File: src/verilog/pad_mux_map.svh
// pad_mux_map.svh: offsets, fields, reset values and mode codes
// assumes byte addresses on a 32-bit avalon bus, one word per register
`ifndef PAD_MUX_MAP_SVH
`define PAD_MUX_MAP_SVH
`define NUM_PADS 10
// register byte addresses
`define OFS_P17 32'h4402e0e4
`define OFS_P12 32'h4402e0d0
`define OFS_P13 32'h4402e0d4
`define OFS_P22 32'h4402e0f8
`define OFS_TDI 32'h4402e0fc
`define OFS_TDO 32'h4402e100
`define OFS_TCK 32'h4402e110
`define OFS_TMS 32'h4402e114
`define OFS_P28 32'h4402e140
`define OFS_SOP 32'h4402e104
`define OFS_SLEEP 32'h4402e200
// pad slots in the pad vectors, then register indices of sleep and unmapped words
`define PX_P17 0
`define PX_P12 1
`define PX_P13 2
`define PX_P22 3
`define PX_TDI 4
`define PX_TDO 5
`define PX_TCK 6
`define PX_TMS 7
`define PX_P28 8
`define PX_SOP 9
`define IX_SLEEP 4'he
`define IX_NONE 4'hf
// pad config fields: [3:0] mode, [4] connect, [6:5] drive
`define CONNECT_BIT 4
`define CFG_RST_GEN 7'h00
`define CFG_RST_DBG 7'h11
`define DRV_6MA 2'h2
// sleep register fields
`define SLP_TWO_WIRE 2
`define SLP_RST_SEEN 8
// mode codes
`define M_GPIO 4'h0
`define M_SCAN 4'h1
`define M17_SER2_RX 4'h5
`define M17_SPI_CS 4'h7
`define M17_CAM_D7 4'h4
`define M17_CARD_CMD 4'h8
`define M12_AUD_CLK 4'h3
`define M12_CAM_VS 4'h4
`define M12_I2C_SCL 4'h5
`define M12_SER1_TX 4'h7
`define M12_CAP3 4'hc
`define M13_I2C_SDA 4'h5
`define M13_CAM_HS 4'h4
`define M13_SER1_RX 4'h7
`define M13_CAP4 4'hc
`define M22_AUD_FS 4'h7
`define M22_CAP4 4'h5
`define M23_SER2_TX 4'h2
`define M23_I2C_SCL 4'h9
`define M24_PWM 4'h5
`define M24_I2C_SDA 4'h9
`define M24_AUD_FS 4'h6
`define M24_SER2_RX 4'h2
`define M24_CAP6 4'h4
`define M28_PWM3 4'h8
`define M25_PWM2 4'h9
`define M25_AUD_FS 4'h2
`define M25_OSC 4'h1
`endif

File: src/verilog/pad_mux_pkg.sv
// pad_mux_pkg: types shared by the pad function multiplexer
// assumes pad_mux_map.svh supplies every numeric constant except the power state codes and the config width
package pad_mux_pkg;
   typedef enum logic [1:0] {
      PWR_ACTIVE = 2'h0,
      PWR_DEEP = 2'h1,
      PWR_HIB = 2'h2
   } power_state_t;
   typedef logic [6:0] pad_cfg_t;
endpackage
File: src/verilog/module_pad_function_mux.sv
// module_pad_function_mux: function mux for one slice of module pads
// assumes one 250 MHz clock, avalon-mm master, pins async to clk_sys
//
// Overview of operation
// pad17 modes: gpio, serial2 rx, spi cs, camera, card
// pad12 modes: gpio, audio clk, vsync, i2c, tx, capture
// pad13 modes: gpio, i2c data, hsync, rx, capture
// pad22 modes: gpio, audio frame sync, capture 4
// scan-in pad defaults mode 1, else gpio, tx, i2c
// scan-out pad defaults mode 1, plus pwm, i2c, audio
// hibernate: scan-out high two-wire, low four-wire
// scan-clock pad defaults mode 1, mode 8 pwm
// scan-mode pad defaults mode 1, mode 0 gpio
// gpio28 pad offers only gpio in mode 0
// sense2 pad: gpio, pwm, audio, oscillator enable
// flash select fixed, held high in deep sleep
// flash data-in fixed, quiet in sleep and reset
// master reset low floats every muxed pad
// after boot debug pads mode 1, others float
// per-pad drive strength 2, 4 or 6 mA
// unlisted mode floats pad, others untouched
// config write reaches pad next cycle, no glitch
//
// Decided for this implementation: the Avalon-MM interface to the registers.
`timescale 1ns/1ps
`include "pad_mux_map.svh"

module module_pad_function_mux (
   input wire logic clk_sys,
   input wire logic rst,
   input wire logic [31:0] avs_address,
   input wire logic avs_read,
   input wire logic avs_write,
   input wire logic [31:0] avs_writedata,
   input wire logic [3:0] avs_byteenable,
   output logic [31:0] avs_readdata,
   output logic avs_waitrequest,
   input wire logic master_reset_n,
   input wire logic [9:0] pad_in,
   output logic [9:0] pad_out,
   output logic [9:0] pad_oe,
   output logic [19:0] pad_drive,
   input wire logic [9:0] gpio_out,
   input wire logic [9:0] gpio_oe,
   output logic [9:0] gpio_in,
   input wire logic generic_spi_select_out,
   input wire logic generic_spi_select_oe,
   output logic generic_spi_select_in,
   input wire logic card_command_out,
   input wire logic card_command_oe,
   output logic card_command_in,
   input wire logic audio_clock_out,
   input wire logic audio_frame_sync,
   input wire logic i2c_clock_low,
   output logic i2c_clock_in,
   input wire logic i2c_data_low,
   output logic i2c_data_in,
   input wire logic first_serial_transmit,
   output logic first_serial_receive,
   input wire logic second_serial_transmit,
   output logic second_serial_receive,
   output logic camera_data_bit7,
   output logic camera_vertical_sync,
   output logic camera_horizontal_sync,
   output logic timer_capture_3,
   output logic timer_capture_4,
   output logic timer_capture_6,
   output logic scan_data_in,
   input wire logic scan_data_out,
   output logic scan_clock,
   input wire logic scan_mode_out,
   input wire logic scan_mode_oe,
   output logic scan_mode_in,
   input wire logic pwm_out_0,
   input wire logic timer_pwm_2,
   input wire logic timer_pwm_3,
   input wire logic ext_oscillator_enable,
   output logic boot_sense_2,
   input wire logic flash_select_ctrl_n,
   output logic serial_flash_select_n,
   output logic serial_flash_select_oe,
   input wire logic flash_data_pad,
   output logic flash_data
);

   pad_mux_pkg::pad_cfg_t cfg [0:9];
   pad_mux_pkg::power_state_t pwr;
   logic two_wire;
   logic [11:0] pin_meta;
   logic [11:0] pin_sync;
   logic mrst_ok;
   logic [3:0] mode [0:9];
   logic [9:0] conn;
   logic [9:0] next_out;
   logic [9:0] next_oe;
   logic [3:0] bus_ix;
   logic bus_hit;
   logic rx_live;
   logic is_deep;
   logic is_hib;

   // 1 when pad c is connected and set to mode want
   function automatic logic is_sel(input logic c, input logic [3:0] md,
                                   input logic [3:0] want);
      return c && (md == want);
   endfunction

   // address decode; unmapped words give IX_NONE
   function automatic logic [3:0] reg_index(input logic [31:0] a);
      if (a == `OFS_P17) return 4'h0;
      else if (a == `OFS_P12) return 4'h1;
      else if (a == `OFS_P13) return 4'h2;
      else if (a == `OFS_P22) return 4'h3;
      else if (a == `OFS_TDI) return 4'h4;
      else if (a == `OFS_TDO) return 4'h5;
      else if (a == `OFS_TCK) return 4'h6;
      else if (a == `OFS_TMS) return 4'h7;
      else if (a == `OFS_P28) return 4'h8;
      else if (a == `OFS_SOP) return 4'h9;
      else if (a == `OFS_SLEEP) return `IX_SLEEP;
      else return `IX_NONE;
   endfunction

   // drive code 3 is not a setting; keep it at the strongest one
   function automatic logic [1:0] clamp_drive(input logic [1:0] d);
      return (d == 2'h3) ? `DRV_6MA : d;
   endfunction

   // two flops on every pin; only stage two is read by logic
   always_ff @(posedge clk_sys) begin
      if (rst) begin
         pin_meta <= 12'h000;
         pin_sync <= 12'h000;
      end else begin
         pin_meta <= {master_reset_n, flash_data_pad, pad_in};
         pin_sync <= pin_meta;
      end
   end
   assign mrst_ok = pin_sync[11];

   assign bus_ix = reg_index(avs_address);
   assign bus_hit = (avs_read || avs_write) && avs_waitrequest;
   assign is_deep = (pwr == pad_mux_pkg::PWR_DEEP);
   assign is_hib = (pwr == pad_mux_pkg::PWR_HIB);
   assign rx_live = mrst_ok && !is_hib;

   // one wait cycle per access; write lands at the answering edge
   always_ff @(posedge clk_sys) begin
      if (rst) begin
         avs_waitrequest <= 1'b1;
         avs_readdata <= 32'h0000_0000;
      end else if (bus_hit) begin
         avs_waitrequest <= 1'b0;
         if (bus_ix < 4'ha)
            avs_readdata <= {25'h0, cfg[bus_ix]};
         else if (bus_ix == `IX_SLEEP)
            avs_readdata <= {23'h0, mrst_ok, 5'h0, two_wire, pwr};
         else
            avs_readdata <= 32'h0000_0000;  // unmapped reads zero
      end else begin
         avs_waitrequest <= 1'b1;
      end
   end

   // pad configs; master reset returns them to boot defaults
   always_ff @(posedge clk_sys) begin
      if (rst || !mrst_ok) begin
         for (int i = 0; i < `NUM_PADS; i++)
            cfg[i] <= `CFG_RST_GEN;
         cfg[`PX_TDI] <= `CFG_RST_DBG;
         cfg[`PX_TDO] <= `CFG_RST_DBG;
         cfg[`PX_TCK] <= `CFG_RST_DBG;
         cfg[`PX_TMS] <= `CFG_RST_DBG;
      end else if (bus_hit && avs_write && avs_byteenable[0] &&
                   bus_ix < 4'ha) begin
         // only the addressed pad changes, so others never glitch
         cfg[bus_ix] <= {clamp_drive(avs_writedata[6:5]),
                         avs_writedata[4:0]};
      end
   end

   // sleep register: power state and debug wiring style
   always_ff @(posedge clk_sys) begin
      if (rst) begin
         pwr <= pad_mux_pkg::PWR_ACTIVE;
         two_wire <= 1'b0;
      end else if (bus_hit && avs_write && avs_byteenable[0] &&
                   bus_ix == `IX_SLEEP) begin
         pwr <= pad_mux_pkg::power_state_t'(avs_writedata[1:0]);
         two_wire <= avs_writedata[`SLP_TWO_WIRE];
      end
   end

   always_comb begin
      for (int i = 0; i < `NUM_PADS; i++) begin
         mode[i] = cfg[i][3:0];
         conn[i] = cfg[i][`CONNECT_BIT];
         pad_drive[2*i +: 2] = cfg[i][6:5];
      end
   end

   // output mux; unlisted modes fall to default and float the pad
   always_comb begin
      next_out = 10'h000;
      next_oe = 10'h000;
      for (int i = 0; i < `NUM_PADS; i++) begin
         if (is_sel(conn[i], mode[i], `M_GPIO) && i != `PX_TCK) begin
            next_out[i] = gpio_out[i];
            next_oe[i] = gpio_oe[i] || (i == `PX_SOP);  // sense2 output-only
         end
      end
      if (conn[`PX_P17]) begin
         case (mode[`PX_P17])
            `M17_SPI_CS: begin
               next_out[0] = generic_spi_select_out;
               next_oe[0] = generic_spi_select_oe;
            end
            `M17_CARD_CMD: begin
               next_out[0] = card_command_out;
               next_oe[0] = card_command_oe;
            end
            default: ;
         endcase
      end
      if (conn[`PX_P12]) begin
         case (mode[`PX_P12])
            `M12_AUD_CLK: begin
               next_out[1] = audio_clock_out;
               next_oe[1] = 1'b1;
            end
            `M12_I2C_SCL: next_oe[1] = i2c_clock_low;  // open drain
            `M12_SER1_TX: begin
               next_out[1] = first_serial_transmit;
               next_oe[1] = 1'b1;
            end
            default: ;
         endcase
      end
      if (is_sel(conn[2], mode[2], `M13_I2C_SDA))
         next_oe[2] = i2c_data_low;
      if (is_sel(conn[3], mode[3], `M22_AUD_FS)) begin
         next_out[3] = audio_frame_sync;
         next_oe[3] = 1'b1;
      end
      if (conn[`PX_TDI]) begin
         case (mode[`PX_TDI])
            `M23_SER2_TX: begin
               next_out[4] = second_serial_transmit;
               next_oe[4] = 1'b1;
            end
            `M23_I2C_SCL: next_oe[4] = i2c_clock_low;
            default: ;
         endcase
      end
      if (conn[`PX_TDO]) begin
         case (mode[`PX_TDO])
            `M_SCAN: begin
               next_out[5] = scan_data_out;
               next_oe[5] = 1'b1;
            end
            `M24_PWM: begin
               next_out[5] = pwm_out_0;
               next_oe[5] = 1'b1;
            end
            `M24_I2C_SDA: next_oe[5] = i2c_data_low;
            `M24_AUD_FS: begin
               next_out[5] = audio_frame_sync;
               next_oe[5] = 1'b1;
            end
            default: ;
         endcase
      end
      if (is_sel(conn[6], mode[6], `M28_PWM3)) begin
         next_out[6] = timer_pwm_3;
         next_oe[6] = 1'b1;
      end
      if (is_sel(conn[7], mode[7], `M_SCAN)) begin
         next_out[7] = scan_mode_out;
         next_oe[7] = scan_mode_oe;
      end
      if (conn[`PX_SOP]) begin
         case (mode[`PX_SOP])
            `M25_PWM2: begin
               next_out[9] = timer_pwm_2;
               next_oe[9] = 1'b1;
            end
            `M25_AUD_FS: begin
               next_out[9] = audio_frame_sync;
               next_oe[9] = 1'b1;
            end
            `M25_OSC: begin
               next_out[9] = ext_oscillator_enable;
               next_oe[9] = 1'b1;
            end
            default: ;
         endcase
      end
   end

   // pad flops: reset floats, hibernate floats all but scan-out and sense2, deep sleep holds all but sense2 and serial tx
   always_ff @(posedge clk_sys) begin
      if (rst || !mrst_ok) begin
         pad_out <= 10'h000;
         pad_oe <= 10'h000;
      end else if (is_hib) begin
         pad_oe <= 10'h000;
         pad_out <= 10'h000;
         pad_oe[`PX_TDO] <= 1'b1;
         pad_out[`PX_TDO] <= two_wire;
         pad_oe[`PX_SOP] <= 1'b1;  // oscillator off
      end else if (is_deep) begin
         // held pads keep the link idle while the core sleeps
         pad_out[`PX_SOP] <= 1'b0;
         pad_oe[`PX_SOP] <= 1'b1;
         if (is_sel(conn[1], mode[1], `M12_SER1_TX))
            pad_out[`PX_P12] <= 1'b1;
         if (is_sel(conn[4], mode[4], `M23_SER2_TX))
            pad_out[`PX_TDI] <= 1'b1;
      end else begin
         pad_out <= next_out;
         pad_oe <= next_oe;
      end
   end

   // fixed flash pads: select held high in deep sleep
   always_ff @(posedge clk_sys) begin
      if (rst || !mrst_ok || is_hib) begin
         serial_flash_select_n <= 1'b1;
         serial_flash_select_oe <= 1'b0;
      end else begin
         serial_flash_select_n <= is_deep || flash_select_ctrl_n;
         serial_flash_select_oe <= 1'b1;
      end
   end

   // flash data in never drives; its input reads 0 when asleep
   always_ff @(posedge clk_sys) begin
      if (rst)
         flash_data <= 1'b0;
      else
         flash_data <= mrst_ok && (pwr == pad_mux_pkg::PWR_ACTIVE) &&
                       pin_sync[10];
   end

   // sense2 strap caught at last clock before master reset releases
   always_ff @(posedge clk_sys) begin
      if (rst)
         boot_sense_2 <= 1'b0;
      else if (!mrst_ok)
         boot_sense_2 <= pin_sync[`PX_SOP];
   end

   // input routing to peripherals; first listed pad wins on sharing
   always_ff @(posedge clk_sys) begin
      if (rst) begin
         gpio_in <= 10'h000;
         generic_spi_select_in <= 1'b0;
         card_command_in <= 1'b0;
         second_serial_receive <= 1'b0;
         camera_data_bit7 <= 1'b0;
         camera_vertical_sync <= 1'b0;
         camera_horizontal_sync <= 1'b0;
         i2c_clock_in <= 1'b0;
         i2c_data_in <= 1'b0;
         first_serial_receive <= 1'b0;
         timer_capture_3 <= 1'b0;
         timer_capture_4 <= 1'b0;
         timer_capture_6 <= 1'b0;
         scan_data_in <= 1'b0;
         scan_clock <= 1'b0;
         scan_mode_in <= 1'b0;
      end else begin
         for (int i = 0; i < `NUM_PADS; i++)
            gpio_in[i] <= rx_live && is_sel(conn[i], mode[i], `M_GPIO) &&
                          pin_sync[i] && (i != `PX_TCK);
         generic_spi_select_in <= rx_live && pin_sync[0] &&
            is_sel(conn[0], mode[0], `M17_SPI_CS);
         card_command_in <= rx_live && pin_sync[0] &&
            is_sel(conn[0], mode[0], `M17_CARD_CMD);
         camera_data_bit7 <= rx_live && pin_sync[0] &&
            is_sel(conn[0], mode[0], `M17_CAM_D7);
         second_serial_receive <= rx_live &&
            (is_sel(conn[0], mode[0], `M17_SER2_RX) ? pin_sync[0] :
             is_sel(conn[5], mode[5], `M24_SER2_RX) && pin_sync[5]);
         camera_vertical_sync <= rx_live && pin_sync[1] &&
            is_sel(conn[1], mode[1], `M12_CAM_VS);
         timer_capture_3 <= rx_live && pin_sync[1] &&
            is_sel(conn[1], mode[1], `M12_CAP3);
         i2c_clock_in <= rx_live &&
            (is_sel(conn[1], mode[1], `M12_I2C_SCL) ? pin_sync[1] :
             is_sel(conn[4], mode[4], `M23_I2C_SCL) && pin_sync[4]);
         camera_horizontal_sync <= rx_live && pin_sync[2] &&
            is_sel(conn[2], mode[2], `M13_CAM_HS);
         first_serial_receive <= rx_live && pin_sync[2] &&
            is_sel(conn[2], mode[2], `M13_SER1_RX);
         i2c_data_in <= rx_live &&
            (is_sel(conn[2], mode[2], `M13_I2C_SDA) ? pin_sync[2] :
             is_sel(conn[5], mode[5], `M24_I2C_SDA) && pin_sync[5]);
         timer_capture_4 <= rx_live &&
            (is_sel(conn[2], mode[2], `M13_CAP4) ? pin_sync[2] :
             is_sel(conn[3], mode[3], `M22_CAP4) && pin_sync[3]);
         timer_capture_6 <= rx_live && pin_sync[5] &&
            is_sel(conn[5], mode[5], `M24_CAP6);
         scan_data_in <= rx_live && pin_sync[4] &&
            is_sel(conn[4], mode[4], `M_SCAN);
         scan_clock <= rx_live && pin_sync[6] &&
            is_sel(conn[6], mode[6], `M_SCAN);
         scan_mode_in <= rx_live && pin_sync[7] &&
            is_sel(conn[7], mode[7], `M_SCAN);
      end
   end
endmodule // module_pad_function_mux

File: config.mk
export PLATFORM = sky130hd
export DESIGN_NAME = module_pad_function_mux
export DESIGN_NICKNAME = d
export VERILOG_FILES = /design/src/verilog/pad_mux_pkg.sv /design/src/verilog/module_pad_function_mux.sv
export VERILOG_INCLUDE_DIRS = /design/src /design/src/verilog
export SDC_FILE = /design/constraint.sdc
export NUM_CORES = 1
export LEC_CHECK = 0
export BUFFER_PORTS_ARGS = -buffer_cell sky130_fd_sc_hd__buf_2
export CORE_ASPECT_RATIO = 0.9
export CORE_MARGIN = 5
export CORE_UTILIZATION = 40
export DETAILED_ROUTE_END_ITERATION = 8
export SYNTH_ARGS = -nofsm -noshare
export SYNTH_HDL_FRONTEND = slang
export SYNTH_SLANG_ARGS = --single-unit
export TNS_END_PERCENT = 100
File: constraint.sdc
create_clock -name clk_sys -period 4.7 [get_ports clk_sys]
set_input_delay 1.175 -clock clk_sys [delete_from_list [all_inputs] [get_ports clk_sys]]
set_output_delay 1.175 -clock clk_sys [all_outputs]
set_load 0.01 [all_outputs]
After elaboration in Yosys (flattened, before gate mapping)

Memory sizes are Yosys's and may differ from the RTL's.
Index checks and enable logic that the tools add are counted.

RAM bits: 70
Bits in latches: 0
Bits in registers: 109
Memories: 1
Bits in read-only memories: 0

Mux-type cells: 88
Shift operators: 0
Eq/ne operators: 48
Multipliers: 0
Reduce and logical (&&, ||, !) cells: 106
Add/sub/neg operators: 0
Div/mod/pow operators: 0
Bitwise gates (word level): 4
Magnitude comparators: 1

Memories:

| memory | depth | bits a word | rd ports | clocked after Yosys merged registers in | write ports | RTL line                      | text |
|---|---|---|---|---|---|---|---|
| cfg    | 10    | 7           | 11       | 0                                       | 10          | module_pad_function_mux.sv:86 | `pad_mux_pkg::pad_cfg_t cfg [0:9];` |

Operators by type and width:

| cell                                                  | number |
|---|---|
| equality test 32 x 31 -> 1 bit, second input constant | 11 |
| logical AND 1 bit                                     | 84 |
| two-way mux 1 bit                                     | 57 |
| equality test 4 x 3 -> 1 bit, second input constant   | 14 |
| logical NOT 4 bit                                     | 9 |
| two-way mux 4 bit                                     | 9 |
| two-way mux 7 bit                                     | 5 |
| equality test 4 bit, second input constant            | 8 |
| two-way mux 9 bit                                     | 3 |
| equality test 4 x 1 -> 1 bit, second input constant   | 5 |
| equality test 4 x 2 -> 1 bit, second input constant   | 4 |
| one-hot mux 1 bit (2 select lines)                    | 6 |
| two-way mux 10 bit                                    | 1 |
| OR reduction 3 bit                                    | 3 |
| OR reduction 7 bit                                    | 1 |
| two-way mux 3 bit                                     | 2 |
| two-way mux 6 bit                                     | 1 |
| inequality test 2 x 1 -> 1 bit, second input constant | 3 |
| one-hot mux 1 bit (3 select lines)                    | 2 |
| equality test 2 bit, second input constant            | 2 |
| logical OR 1 bit                                      | 4 |
| < comparator 4 bit, second input constant             | 1 |
| two-way mux 2 bit                                     | 2 |
| OR 1 bit                                              | 4 |
| other kinds (4)                                       | 6 |

Depth between registers and ports, before layout

Gate-level depths: netlist (run 1).

Depth in word-level cells: 19
Gate-level depth with buffers: 9

Least setup slack after synthesis (run 1)

OpenSTA, ideal clock, no wires.

Kind: input to register
Start: in avs_address[22]
End: mem cfg[9][0] (netlist bit), enable pin
Data required time: 4.317 ns
Stages: 5
Library setup time: 0.383 ns
Arrival time: 3.366 ns
Setup slack: 0.951 ns
Cell sequence: or4_1 -> or4_1 -> nor3_4 -> nand2_1 -> o31ai_1

RTL lines:

| element         | RTL line                      | text |
|---|---|---|
| start, declared | module_pad_function_mux.sv:31 | `input wire logic [31:0] avs_address,` |
| end, declared   | module_pad_function_mux.sv:86 |  |

Worst setup path in the final report (run 1)

Start: in avs_address[22]
End: reg avs_readdata[2]

Longest elaborated chain between the ends: 15
Elaborated cells between the ends (all ways): 27
Classes of those cells: order compare (1); eq/ne (12); mux (13); memory (1)

Ends and longest elaborated chain:

| element                                                                          | RTL line                       | text |
|---|---|---|
| equality test 32 x 31 -> 1 bit (no source line)                                  | --                             |  |
| two-way mux 1 bit                                                                | module_pad_function_mux.sv:120 | `` else if (a == `OFS_SLEEP) return `IX_SLEEP; `` |
| two-way mux 3 bit                                                                | module_pad_function_mux.sv:119 | `` else if (a == `OFS_SOP) return 4'h9; `` |
| two-way mux 3 bit                                                                | module_pad_function_mux.sv:118 | `` else if (a == `OFS_P28) return 4'h8; `` |
| two-way mux 4 bit                                                                | module_pad_function_mux.sv:117 | `` else if (a == `OFS_TMS) return 4'h7; `` |
| two-way mux 4 bit                                                                | module_pad_function_mux.sv:116 | `` else if (a == `OFS_TCK) return 4'h6; `` |
| two-way mux 4 bit                                                                | module_pad_function_mux.sv:115 | `` else if (a == `OFS_TDO) return 4'h5; `` |
| two-way mux 4 bit                                                                | module_pad_function_mux.sv:114 | `` else if (a == `OFS_TDI) return 4'h4; `` |
| two-way mux 4 bit                                                                | module_pad_function_mux.sv:113 | `` else if (a == `OFS_P22) return 4'h3; `` |
| two-way mux 4 bit                                                                | module_pad_function_mux.sv:112 | `` else if (a == `OFS_P13) return 4'h2; `` |
| two-way mux 4 bit                                                                | module_pad_function_mux.sv:111 | `` else if (a == `OFS_P12) return 4'h1; `` |
| two-way mux 4 bit *                                                              | module_pad_function_mux.sv:110 | `` if (a == `OFS_P17) return 4'h0; `` |
| parallel branches: the longest is 2 deep, another holds memory read (10 x 7 bit) | --                             |  |
| two-way mux 9 bit *                                                              | module_pad_function_mux.sv:154 | `if (bus_ix < 4'ha)` |
| end signal, assigned                                                             | module_pad_function_mux.sv:155 | `avs_readdata <= {25'h0, cfg[bus_ix]};` |
| end signal, assigned                                                             | module_pad_function_mux.sv:157 | `avs_readdata <= {23'h0, mrst_ok, 5'h0, two_wire, pwr};` |
| end, declared                                                                    | module_pad_function_mux.sv:36  | `output logic [31:0] avs_readdata,` |

Every way passes the cells marked *.
A chain may end at the register's enable or synchronous reset.

==> flow_metrics.tcl, run 1 <==
set metrics [dict create \
    status "finished clean" \
    crit_fanout 8 \
    synthCells 770 \
    setup_violations 0 \
    max_freq_mhz 266.4 \
    cts_sinks 154 \
    grt_pass1_wl_mm 32.31 \
    min_path_type "flop to flop" \
    grt_usage 0.2067 \
    p_seq_frac 0.497 \
    path_clk_slew_ns 0.06 \
    start_kind "input pin" \
    antenna_found_initial 0 \
    worst_slack_ns 0.9466 \
    initial_utilization 0.4089 \
    power_switching_share 0.2303 \
    n_antenna_cell 0 \
    syn_area_per_cell_um2 9.384 \
    io_buffer_count 167 \
    final_common_cell "buf_2" \
    synth-edff-count 42 \
    yosysSeqAreaShare 0.4848 \
    overflow 0 \
    slew-limit-headroom 0.3525 \
    root_buffer "clkbuf_16" \
    netlist_area_um2 7226 \
    yosysUniqueCellTypes 68 \
    avgViaCountPerCell 5.193 \
    dp.final_hpwl_mm 16.41 \
    cts_setup_buffers 0 \
    post_drt_wl_per_cell_um 18.29 \
    clock_path_buffers 2 \
    max-vdd-ir-drop_v 0.0002693 \
    switching_power_mw 0.6456 \
    grt_start_max_net_pins 36 \
    tightestPinTransition_ns 0.9631 \
    power_density_nw_per_um2 325.1 \
    drtPass1Iterations 5 \
    fp.dieH_um 137.5 \
    die_x_um 151.7 \
    ys_seq_elements 154 \
    finalHoldViolCount 0 \
    io_pins 224 \
    antenna_left 0 \
    area_delta_synth_final_pct 19.32 \
    post-route-min-period_ns 3.753 \
    fin_crit_sh 0.7986 \
    drive_gt1_frac 0.2481 \
    clock_latency_ns 0.43 \
    cts_tree "built" \
    synthArstFlopShare 0 \
    drt-total-wl_mm 21.41 \
    cts_resized 0 \
    h-tree-depth 4 \
    drc 0 \
    power_frac_comb 0.050 \
    fin_tns_setup_ns 0 \
    path_class "input pin to flop" \
    dieArea_um2 20860 \
    cp-end-kind "flop" \
    drtIter0Drc 470 \
    pre_cts_ws_ns 0.5834 \
    cp.required_ns 5.02 \
    p_int_mw 2.158 \
    final_cell_mix "buf_2 (167), dfxtp_1 (112), nor2_1 (91), nand2_1 (73), edfxtp_1 (42)" \
    num_vias 6081 \
    gp_congestion 0.8792 \
    worstPathArrival_ns 4.07 \
    final_nets 1044 \
    synthFlopType "dfxtp_1" \
    cts_buffers 17 \
    grt_pass1_vias 5805 \
    core-area_um2 17670 \
    rows 46 \
    rsz0062_at_grt "false" \
    postCtsHoldBufs 0 \
    skew_ns 0.008524 \
    p_leak_nw 3.652 \
    clockPowerShare 0.453 \
    yosysWarnings 0 \
    maxSlewViolCount 0 \
    cap_violations 0 \
]
-- worst max-delay path, stage by stage --
cell       delay, ns
buf_2           0.09
or4_1           0.53
or4_1           0.58
nor3_4          0.38
nand4_1         0.36
a211oi_1        0.56
a2111oi_0       0.15
a31o_1          0.24
-- cells by family after synthesis --
logic type	Yosys count	synth area share
compound gates	129	0.1207
xor+xnor	3	0.003637
fa+ha+maj	4	0.006927
buf+inv	94	0.07481
flops	154	0.4848
mux	40	0.05628
other cells	1	0.0005190
simple gates	345	0.2523
-- path summary, 6_finish.rpt --
path,from,to,slack (ns),cells past startpoint
worst max-delay path,avs_address[22],avs_readdata[2]$_SDFFE_PP0P_,0.95,8
worst min-delay path,pin_sync[7]$_SDFF_PP0_,gpio_in[7]$_SDFF_PP0_,0.42,2
worst max register to register,pin_sync[11]$_SDFF_PP0_,cfg[8][3]$_SDFFCE_PN0P_,2.54,6
worst min register to register,pin_sync[7]$_SDFF_PP0_,gpio_in[7]$_SDFF_PP0_,0.42,2
-- registers in the layout, summed over array words and instances, names as in the netlist, 2 cells and up --
register,count
avs_readdata,8
cfg,70
gpio_in,9
pad_oe,10
pad_out,10
pin_meta,12
pin_sync,12
pwr,2
-- synth_stat cells, types with 3 or more instances --
library cell  count  area share
a31o_1            3      0.0036
and4_1            4      0.0048
nand2_1          73       0.038
nor3_1           20       0.014
buf_4            48       0.050
a22oi_1           6      0.0062
o221ai_1          3      0.0036
a2111oi_0         4      0.0048
o21a_1            3      0.0031
o21ai_0          23       0.016
or4_1             6      0.0062
dfxtp_1         112        0.31
clkbuf_1         25       0.013
and3_1           16       0.014
nor3b_1           6      0.0062
a211oi_1          6      0.0062
nand2b_1         11      0.0095
nand3_1          22       0.015
a31oi_1           4      0.0035
a221oi_1          3      0.0036
or2_2             3      0.0026
xnor2_1           3      0.0036
nand3b_1          5      0.0052
nand4_1           9      0.0078
nor4b_1           6      0.0073
mux2_2            5      0.0078
a2bb2oi_1         3      0.0036
mux2i_1          35       0.048
ha_1              4      0.0069
inv_1            18      0.0093
nor4_1           12       0.010
o32ai_1           3      0.0036
nor2_1           91       0.047
edfxtp_1         42        0.17
nor2b_1          35       0.030
o31ai_1           4      0.0042
a32o_1            3      0.0042
o211ai_1         10       0.010
a211o_1           4      0.0048
nand4bb_1         3      0.0047
a21oi_1          35       0.024
-- per-layer routing --
layer | GRT usage | up-vias | routed length [um]
met4 | 0.05788 | 0 | 217
met2 | 0.3359 | 189 | 10150
met3 | 0.05197 | 15 | 1604
met1 | 0.2747 | 2873 | 9440
met5 | 0 | - | 0
li1 | - | 3004 | -
-- area by class of cell --
| cell class | instances | area (um^2) |
|---|---|---|
| fill | 1763 | 9047 |
| sequential | 154 | 3503 |
| clock inverter | 10 | 62.56 |
| multi-input combinational | 546 | 3272 |
| clock buffer | 22 | 475.5 |
| tap | 240 | 300.3 |
| timing repair buffer | 181 | 940.9 |
| inverter | 18 | 67.56 |
-- per-stage QoR --
step / util / total power, mW / cell area, um^2 / instances / hold slack [ns]
6_report: 0.4880 / 2.803 / 8622 / 1171 / 0.4238
5_1_grt: 0.4880 / 2.893 / 8622 / 1171 / 0.4425
4_1_cts: 0.4880 / 2.823 / 8622 / 1171 / 0.4285
3_5_place_dp: 0.4575 / 1.561 / 8084 / 1139 / 0.4196
3_3_place_gp: 0.4575 / 1.559 / 8084 / 1139 / 0.4148
2_1_floorplan: - / 1.508 / 7316 / 794 / 0.4054
-- power by group through the flow --
stage	clock, mW	sequential, mW	combinational (mW)
after detailed placement	0	1.42	0.139
after global routing	1.34	1.40	0.154
after global placement	0	1.42	0.137
final	1.27	1.39	0.139
after floorplan	0	1.42	0.0897
after CTS	1.29	1.39	0.139
Power figures use the tool's default switching activity.
==> run 2: changes to the inputs <==
==> constraint.sdc (replaced) <==
create_clock -name clk_sys -period 3.9 [get_ports clk_sys]
set_input_delay 0.975 -clock clk_sys [delete_from_list [all_inputs] [get_ports clk_sys]]
set_output_delay 0.975 -clock clk_sys [all_outputs]
set_load 0.01 [all_outputs]
==> run 2 against run 1 <==
Net effect: wire length shrank 1.3%; sequential cell count is the same; sequential share of layout area shrank 0.60 points; first-iteration DRC count shrank 11%; register-to-register slack lost 0.58 ns; critical path depth is the same; via count grew 0.95%; clock skew is essentially flat; worst hold slack lost 0.0013 ns; design area grew 1.5%; power grew 22%; critical path type unchanged.
==> flow_metrics.tcl, run 2 (same netlist as run 1, synthesis figures left out) <==
set metrics [dict create \
    power_density_nw_per_um2 389.2 \
    die_x_um 151.7 \
    final_cell_mix "buf_2 (167), dfxtp_1 (112), nor2_1 (91), nand2_1 (73), edfxtp_1 (42)" \
    tightestPinTransition_ns 1.050 \
    p_int_mw 2.649 \
    regMostFlops "cfg" \
    post_drt_wl_per_cell_um 17.87 \
    cts_sinks 154 \
    cts_buffers 17 \
    clockPowerShare 0.458 \
    root_buffer "clkbuf_16" \
    finalHoldViolCount 0 \
    max_freq_mhz 302.0 \
    clock_latency_ns 0.42 \
    core-area_um2 17670 \
    max-vdd-ir-drop_v 0.0002655 \
    final_nets 1056 \
    initial_utilization 0.4089 \
    clock_path_buffers 2 \
    final_common_cell "buf_2" \
    switching_power_mw 0.7569 \
    start_kind "input pin" \
    rows 46 \
    gp_congestion 0.8505 \
    cts_resized 0 \
    cts_tree "built" \
    grt_pass1_vias 5804 \
    setup_violations 0 \
    drc 0 \
    fin_crit_sh 0.8491 \
    power_switching_share 0.2222 \
    drive_gt1_frac 0.2609 \
    avgViaCountPerCell 5.189 \
    r2r_slack_ns 1.96 \
    area_delta_synth_final_pct 21.13 \
    io_pins 224 \
    skew_ns 0.008027 \
    rsz0062_at_grt "false" \
    r2r_end "pad_out[4]$_SDFFE_PN0P_" \
    hold_end "gpio_in[7]$_SDFF_PP0_" \
    postCtsHoldBufs 0 \
    drt-total-wl_mm 21.14 \
    antenna_found_initial 0 \
    largest_register_ffs 70 \
    cts_setup_buffers 0 \
    io_buffer_count 167 \
    cp-end-kind "flop" \
    reg2reg_depth 4 \
    fp.dieH_um 137.5 \
    cp.required_ns 4.21 \
    hp-start "pin_sync[7]$_SDFF_PP0_" \
    holdPathStages 2 \
    grt_start_max_net_pins 36 \
    path_class "input pin to flop" \
    grt_usage 0.2012 \
    design_area_um2 8752 \
    power_frac_comb 0.049 \
    antenna_left 0 \
    h-tree-depth 4 \
    fin_tns_setup_ns 0 \
    path_clk_slew_ns 0.06 \
    cap_violations 0 \
    drtPass1Iterations 5 \
    num_vias 6139 \
    p_leak_nw 3.726 \
    nFillCells 1735 \
    slew-limit-headroom 0.2939 \
    largestRegisters "cfg x70, pin_meta x12, pin_sync x12" \
    r2r_start "pwr[0]$_SDFFE_PP0P_" \
    drtIter0Drc 416 \
    maxSlewViolCount 0 \
    grt_pass1_wl_mm 31.84 \
    overflow 0 \
    dpl_cell_area_um2 8187 \
    n_antenna_cell 0 \
    min_path_type "flop to flop" \
    dp.final_hpwl_mm 16.48 \
    status "finished clean" \
    post-route-min-period_ns 3.311 \
    worstPathArrival_ns 3.62 \
    p_seq_frac 0.493 \
    dieArea_um2 20860 \
    crit_fanout 5 \
]
## run 2: per-stage QoR
stage	hold WS, ns	cells	setup WS, ns	total power, mW	utilization
floorplan	0.4054	794	0.3507	1.817	-
global placement	0.4158	1151	0.1620	1.879	0.4633
detailed placement	0.4179	1151	0.1767	1.881	0.4633
CTS	0.4264	1183	0.6286	3.433	0.4953
global route	0.4478	1183	0.4425	3.517	0.4953
finish	0.4225	1183	0.5887	3.406	0.4953
## run 2: critical path: stages
cell,delay [ns]
buf_2,0.09
or4_1,0.52
or4_1,0.58
nor3_4,0.31
nand4_1,0.30
a211oi_1,0.43
a2111oi_0,0.16
a31o_1,0.25
## run 2: final cells by class
type                       count  area [um^2]  area share
timing repair buffer         193         1044      0.1192
clock inverter                11        62.56    0.007148
clock buffer                  21        503.0     0.05747
tap                          240        300.3     0.03431
multi-input combinational    546         3272      0.3738
inverter                      18        67.56    0.007720
sequential                   154         3503      0.4003
## run 2: worst max path at each step
stage                                from                            to  slack, ns  cells past startpoint
final                     avs_address[22]  avs_readdata[0]$_SDFFE_PP0P_       0.59                      8
after global routing      avs_address[22]  avs_readdata[0]$_SDFFE_PP0P_       0.44                      9
after CTS                 avs_address[22]       cfg[1][3]$_SDFFCE_PN0P_       0.63                      9
after floorplan           avs_address[22]           cfg[9][0]$_DFFE_PP_       0.35                      5
after detailed placement  avs_address[22]       cfg[1][3]$_SDFFCE_PN0P_       0.18                      9
after global placement    avs_address[22]       cfg[1][3]$_SDFFCE_PN0P_       0.16                      9
## run 2: routing by layer
layer | track usage | wire length, um | part of all wire | vias up
li1 | - | - | - | 3028
met1 | 0.2686 | 9459 | 0.45 | 2905
met2 | 0.3287 | 10090 | 0.48 | 184
met3 | 0.04145 | 1261 | 0.060 | 22
met4 | 0.06337 | 325 | 0.015 | 0
met5 | 0 | 0 | 0 | -
## run 2: power groups by stage
stage,logic [mW],clock network [mW],registers [mW]
5_1_grt,0.184,1.65,1.68
3_3_place_gp,0.166,0,1.71
4_1_cts,0.168,1.59,1.68
2_1_floorplan,0.108,0,1.71
3_5_place_dp,0.167,0,1.71
6_report,0.168,1.56,1.68
==> run 3: changes to the inputs <==
--- a/config.mk
+++ b/config.mk
@@ -11,6 +11,7 @@
 export CORE_MARGIN = 5
 export CORE_UTILIZATION = 40
 export DETAILED_ROUTE_END_ITERATION = 8
+export PLACE_DENSITY = 0.67
 export SYNTH_ARGS = -nofsm -noshare
 export SYNTH_HDL_FRONTEND = slang
 export SYNTH_SLANG_ARGS = --single-unit
==> constraint.sdc (replaced) <==
create_clock -name clk_sys -period 2.65 [get_ports clk_sys]
set_input_delay 0.6625 -clock clk_sys [delete_from_list [all_inputs] [get_ports clk_sys]]
set_output_delay 0.6625 -clock clk_sys [all_outputs]
set_load 0.01 [all_outputs]
==> run 3 against run 2 <==
Net effect: the flow now finishes with violations (negative setup slack); first-iteration DRC count is 22% higher; wire length is 7.2% higher; combinational power grew 71%; sequential cell count is the same; clock skew down 0.0013 ns; critical path depth increased by 2; non-clock buffer count up 57; sequential share of layout area decreased by 4.9 points; worst setup slack lost 0.70 ns; count of clock-buffer cells in the layout rose by 3; via count is 5.5% higher; critical endpoint is now avs_readdata[3]$_SDFFE_PP0P_; largest power group is now the clock network.
==> flow_metrics.tcl, run 3 (same netlist as run 1, synthesis figures left out) <==
set metrics [dict create \
    post-route-min-period_ns 2.759 \
    fin_tns_setup_ns -2.249 \
    clock_path_buffers 2 \
    initial_utilization 0.4089 \
    area_delta_synth_final_pct 37.89 \
    setup_violations 51 \
    overflow 0 \
    cts_tree "built" \
    drive_gt1_frac 0.3806 \
    r2r_start "avs_waitrequest$_SDFF_PP1_" \
    crit_fanout 7 \
    fin_crit_sh 1.041 \
    rsz0062_at_grt "true" \
    avgViaCountPerCell 5.221 \
    hold_end "gpio_in[7]$_SDFF_PP0_" \
    io_pins 224 \
    hp-start "pin_sync[7]$_SDFF_PP0_" \
    final_nets 1114 \
    post_drt_wl_per_cell_um 18.26 \
    largest_register_ffs 70 \
    reg2reg_depth 7 \
    r2r_end "cfg[7][0]$_SDFFE_PP1P_" \
    grt_pass1_vias 6230 \
    worstPathArrival_ns 3.07 \
    dieArea_um2 20860 \
    fp.dieH_um 137.5 \
    path_class "input pin to flop" \
    final_cells 1241 \
    maxSlewViolCount 0 \
    tightestPinTransition_ns 0.9377 \
    min_path_type "flop to flop" \
    post-route-util 0.5639 \
    cp.required_ns 2.96 \
    num_vias 6479 \
    grt_start_max_net_pins 35 \
    power_density_nw_per_um2 528.1 \
    antenna_found_initial 0 \
    holdPathStages 2 \
    core-area_um2 17670 \
    drt-total-wl_mm 22.66 \
    cap_violations 0 \
    antenna_left 0 \
    final_common_cell "buf_2" \
    dpl_cell_area_um2 8652 \
    drc 0 \
    cts_sinks 154 \
    status "complete, but fails checks" \
    start_kind "input pin" \
    skew_ns 0.006737 \
    finalHoldViolCount 0 \
    p_leak_nw 4.187 \
    largestRegisters "cfg x70, pin_meta x12, pin_sync x12" \
    placed_cells 1196 \
    grt_pass1_wl_mm 33.24 \
    cp-end-kind "flop" \
    drtPass1Iterations 5 \
    holdWs_ns 0.4317 \
    rows 46 \
    violations "negative setup slack" \
    h-tree-depth 4 \
    root_buffer "clkbuf_16" \
    dp.final_hpwl_mm 16.84 \
    die_x_um 151.7 \
    clock_latency_ns 0.42 \
    final_cell_mix "buf_2 (165), dfxtp_1 (112), nor2_1 (63), buf_4 (61), nand2_1 (54)" \
    max_freq_mhz 362.4 \
    cts_buffers 17 \
    drtIter0Drc 509 \
    path_clk_slew_ns 0.06 \
    regMostFlops "cfg" \
    grt_usage 0.2093 \
    worst_slack_ns -0.1094 \
    design_area_um2 9963 \
    io_buffer_count 167 \
    r2r_slack_ns 0.62 \
    max-vdd-ir-drop_v 0.0004309 \
    n_antenna_cell 0 \
    gp_congestion 0.9397 \
    slew-limit-headroom 0.3696 \
]
==> run 3: cell types whose count changed in the layout (fill, tap and decap cells not counted), moves of 10 or more <==
cell / previous run / this run
nor2_4: 1 / 20
nand2_4: 0 / 10
buf_6: 0 / 13
buf_4: 25 / 61
nand2_1: 73 / 54
nor2_1: 91 / 63
==> run 3: routing by layer <==
metal	wire length, um	GRT usage
met1	9583	0.2748
met2	11040	0.3475
met3	1685	0.05789
met4	344	0.04341
met5	0	0
==> run 3: layout make-up <==
type	instances	area (um^2)
fill	1602	7706
inverter	18	67.56
timing repair buffer	250	1645
sequential	154	3503
multi-input combinational	547	3827
tap	240	300.3
clock buffer	24	514.2
clock inverter	8	105.1
==> run 3: worst max path at each step <==
stage | start | end | cells after the start
floorplan | avs_address[22] | cfg[0][0]$_SDFFCE_PN0P_ | 8
global placement | avs_address[18] | avs_readdata[5]$_SDFFE_PP0P_ | 9
detailed placement | avs_address[22] | cfg[7][4]$_SDFFE_PP1P_ | 8
CTS | avs_address[22] | avs_readdata[3]$_SDFFE_PP0P_ | 10
global route | avs_address[18] | avs_readdata[0]$_SDFFE_PP0P_ | 10
finish | avs_address[22] | avs_readdata[3]$_SDFFE_PP0P_ | 10
==> run 3: timing repair <==
| action | CTS | global route |
|---|---|---|
| pin swaps | 3 | 25 |
| setup endpoints to repair | 98 | 109 |
| hold buffers | 0 | 0 |
| resized for setup | 12 | 120 |
| setup buffers | 3 | 9 |
| gates cloned | 1 | 2 |
==> run 3: through the flow <==
step                total power [mW]  setup slack [ns]
finish                         5.262           -0.1094
global route                   5.427           -0.1529
CTS                            5.273          -0.05024
detailed placement             2.794           -0.5549
global placement               2.791           -0.5318
floorplan                      2.678           -0.3613
==> run 3: where the power goes <==
group / internal, mW / total (mW) / leakage (nW) / switching, mW
clock network: 1.56 / 2.50 / 0.305 / 0.946
logic: 0.128 / 0.287 / 2.47 / 0.159
registers: 2.45 / 2.47 / 1.41 / 0.0273
total: 4.13 / 5.26 / 4.19 / 1.13
==> run 3: worst max-delay path, stage by stage <==
cell      delay, ns
buf_6          0.09
or4_4          0.52
or4_4          0.52
nor3_4         0.32
buf_6          0.16
o21a_1         0.16
buf_12         0.13
buf_12         0.11
o211ai_1       0.15
a31o_2         0.24
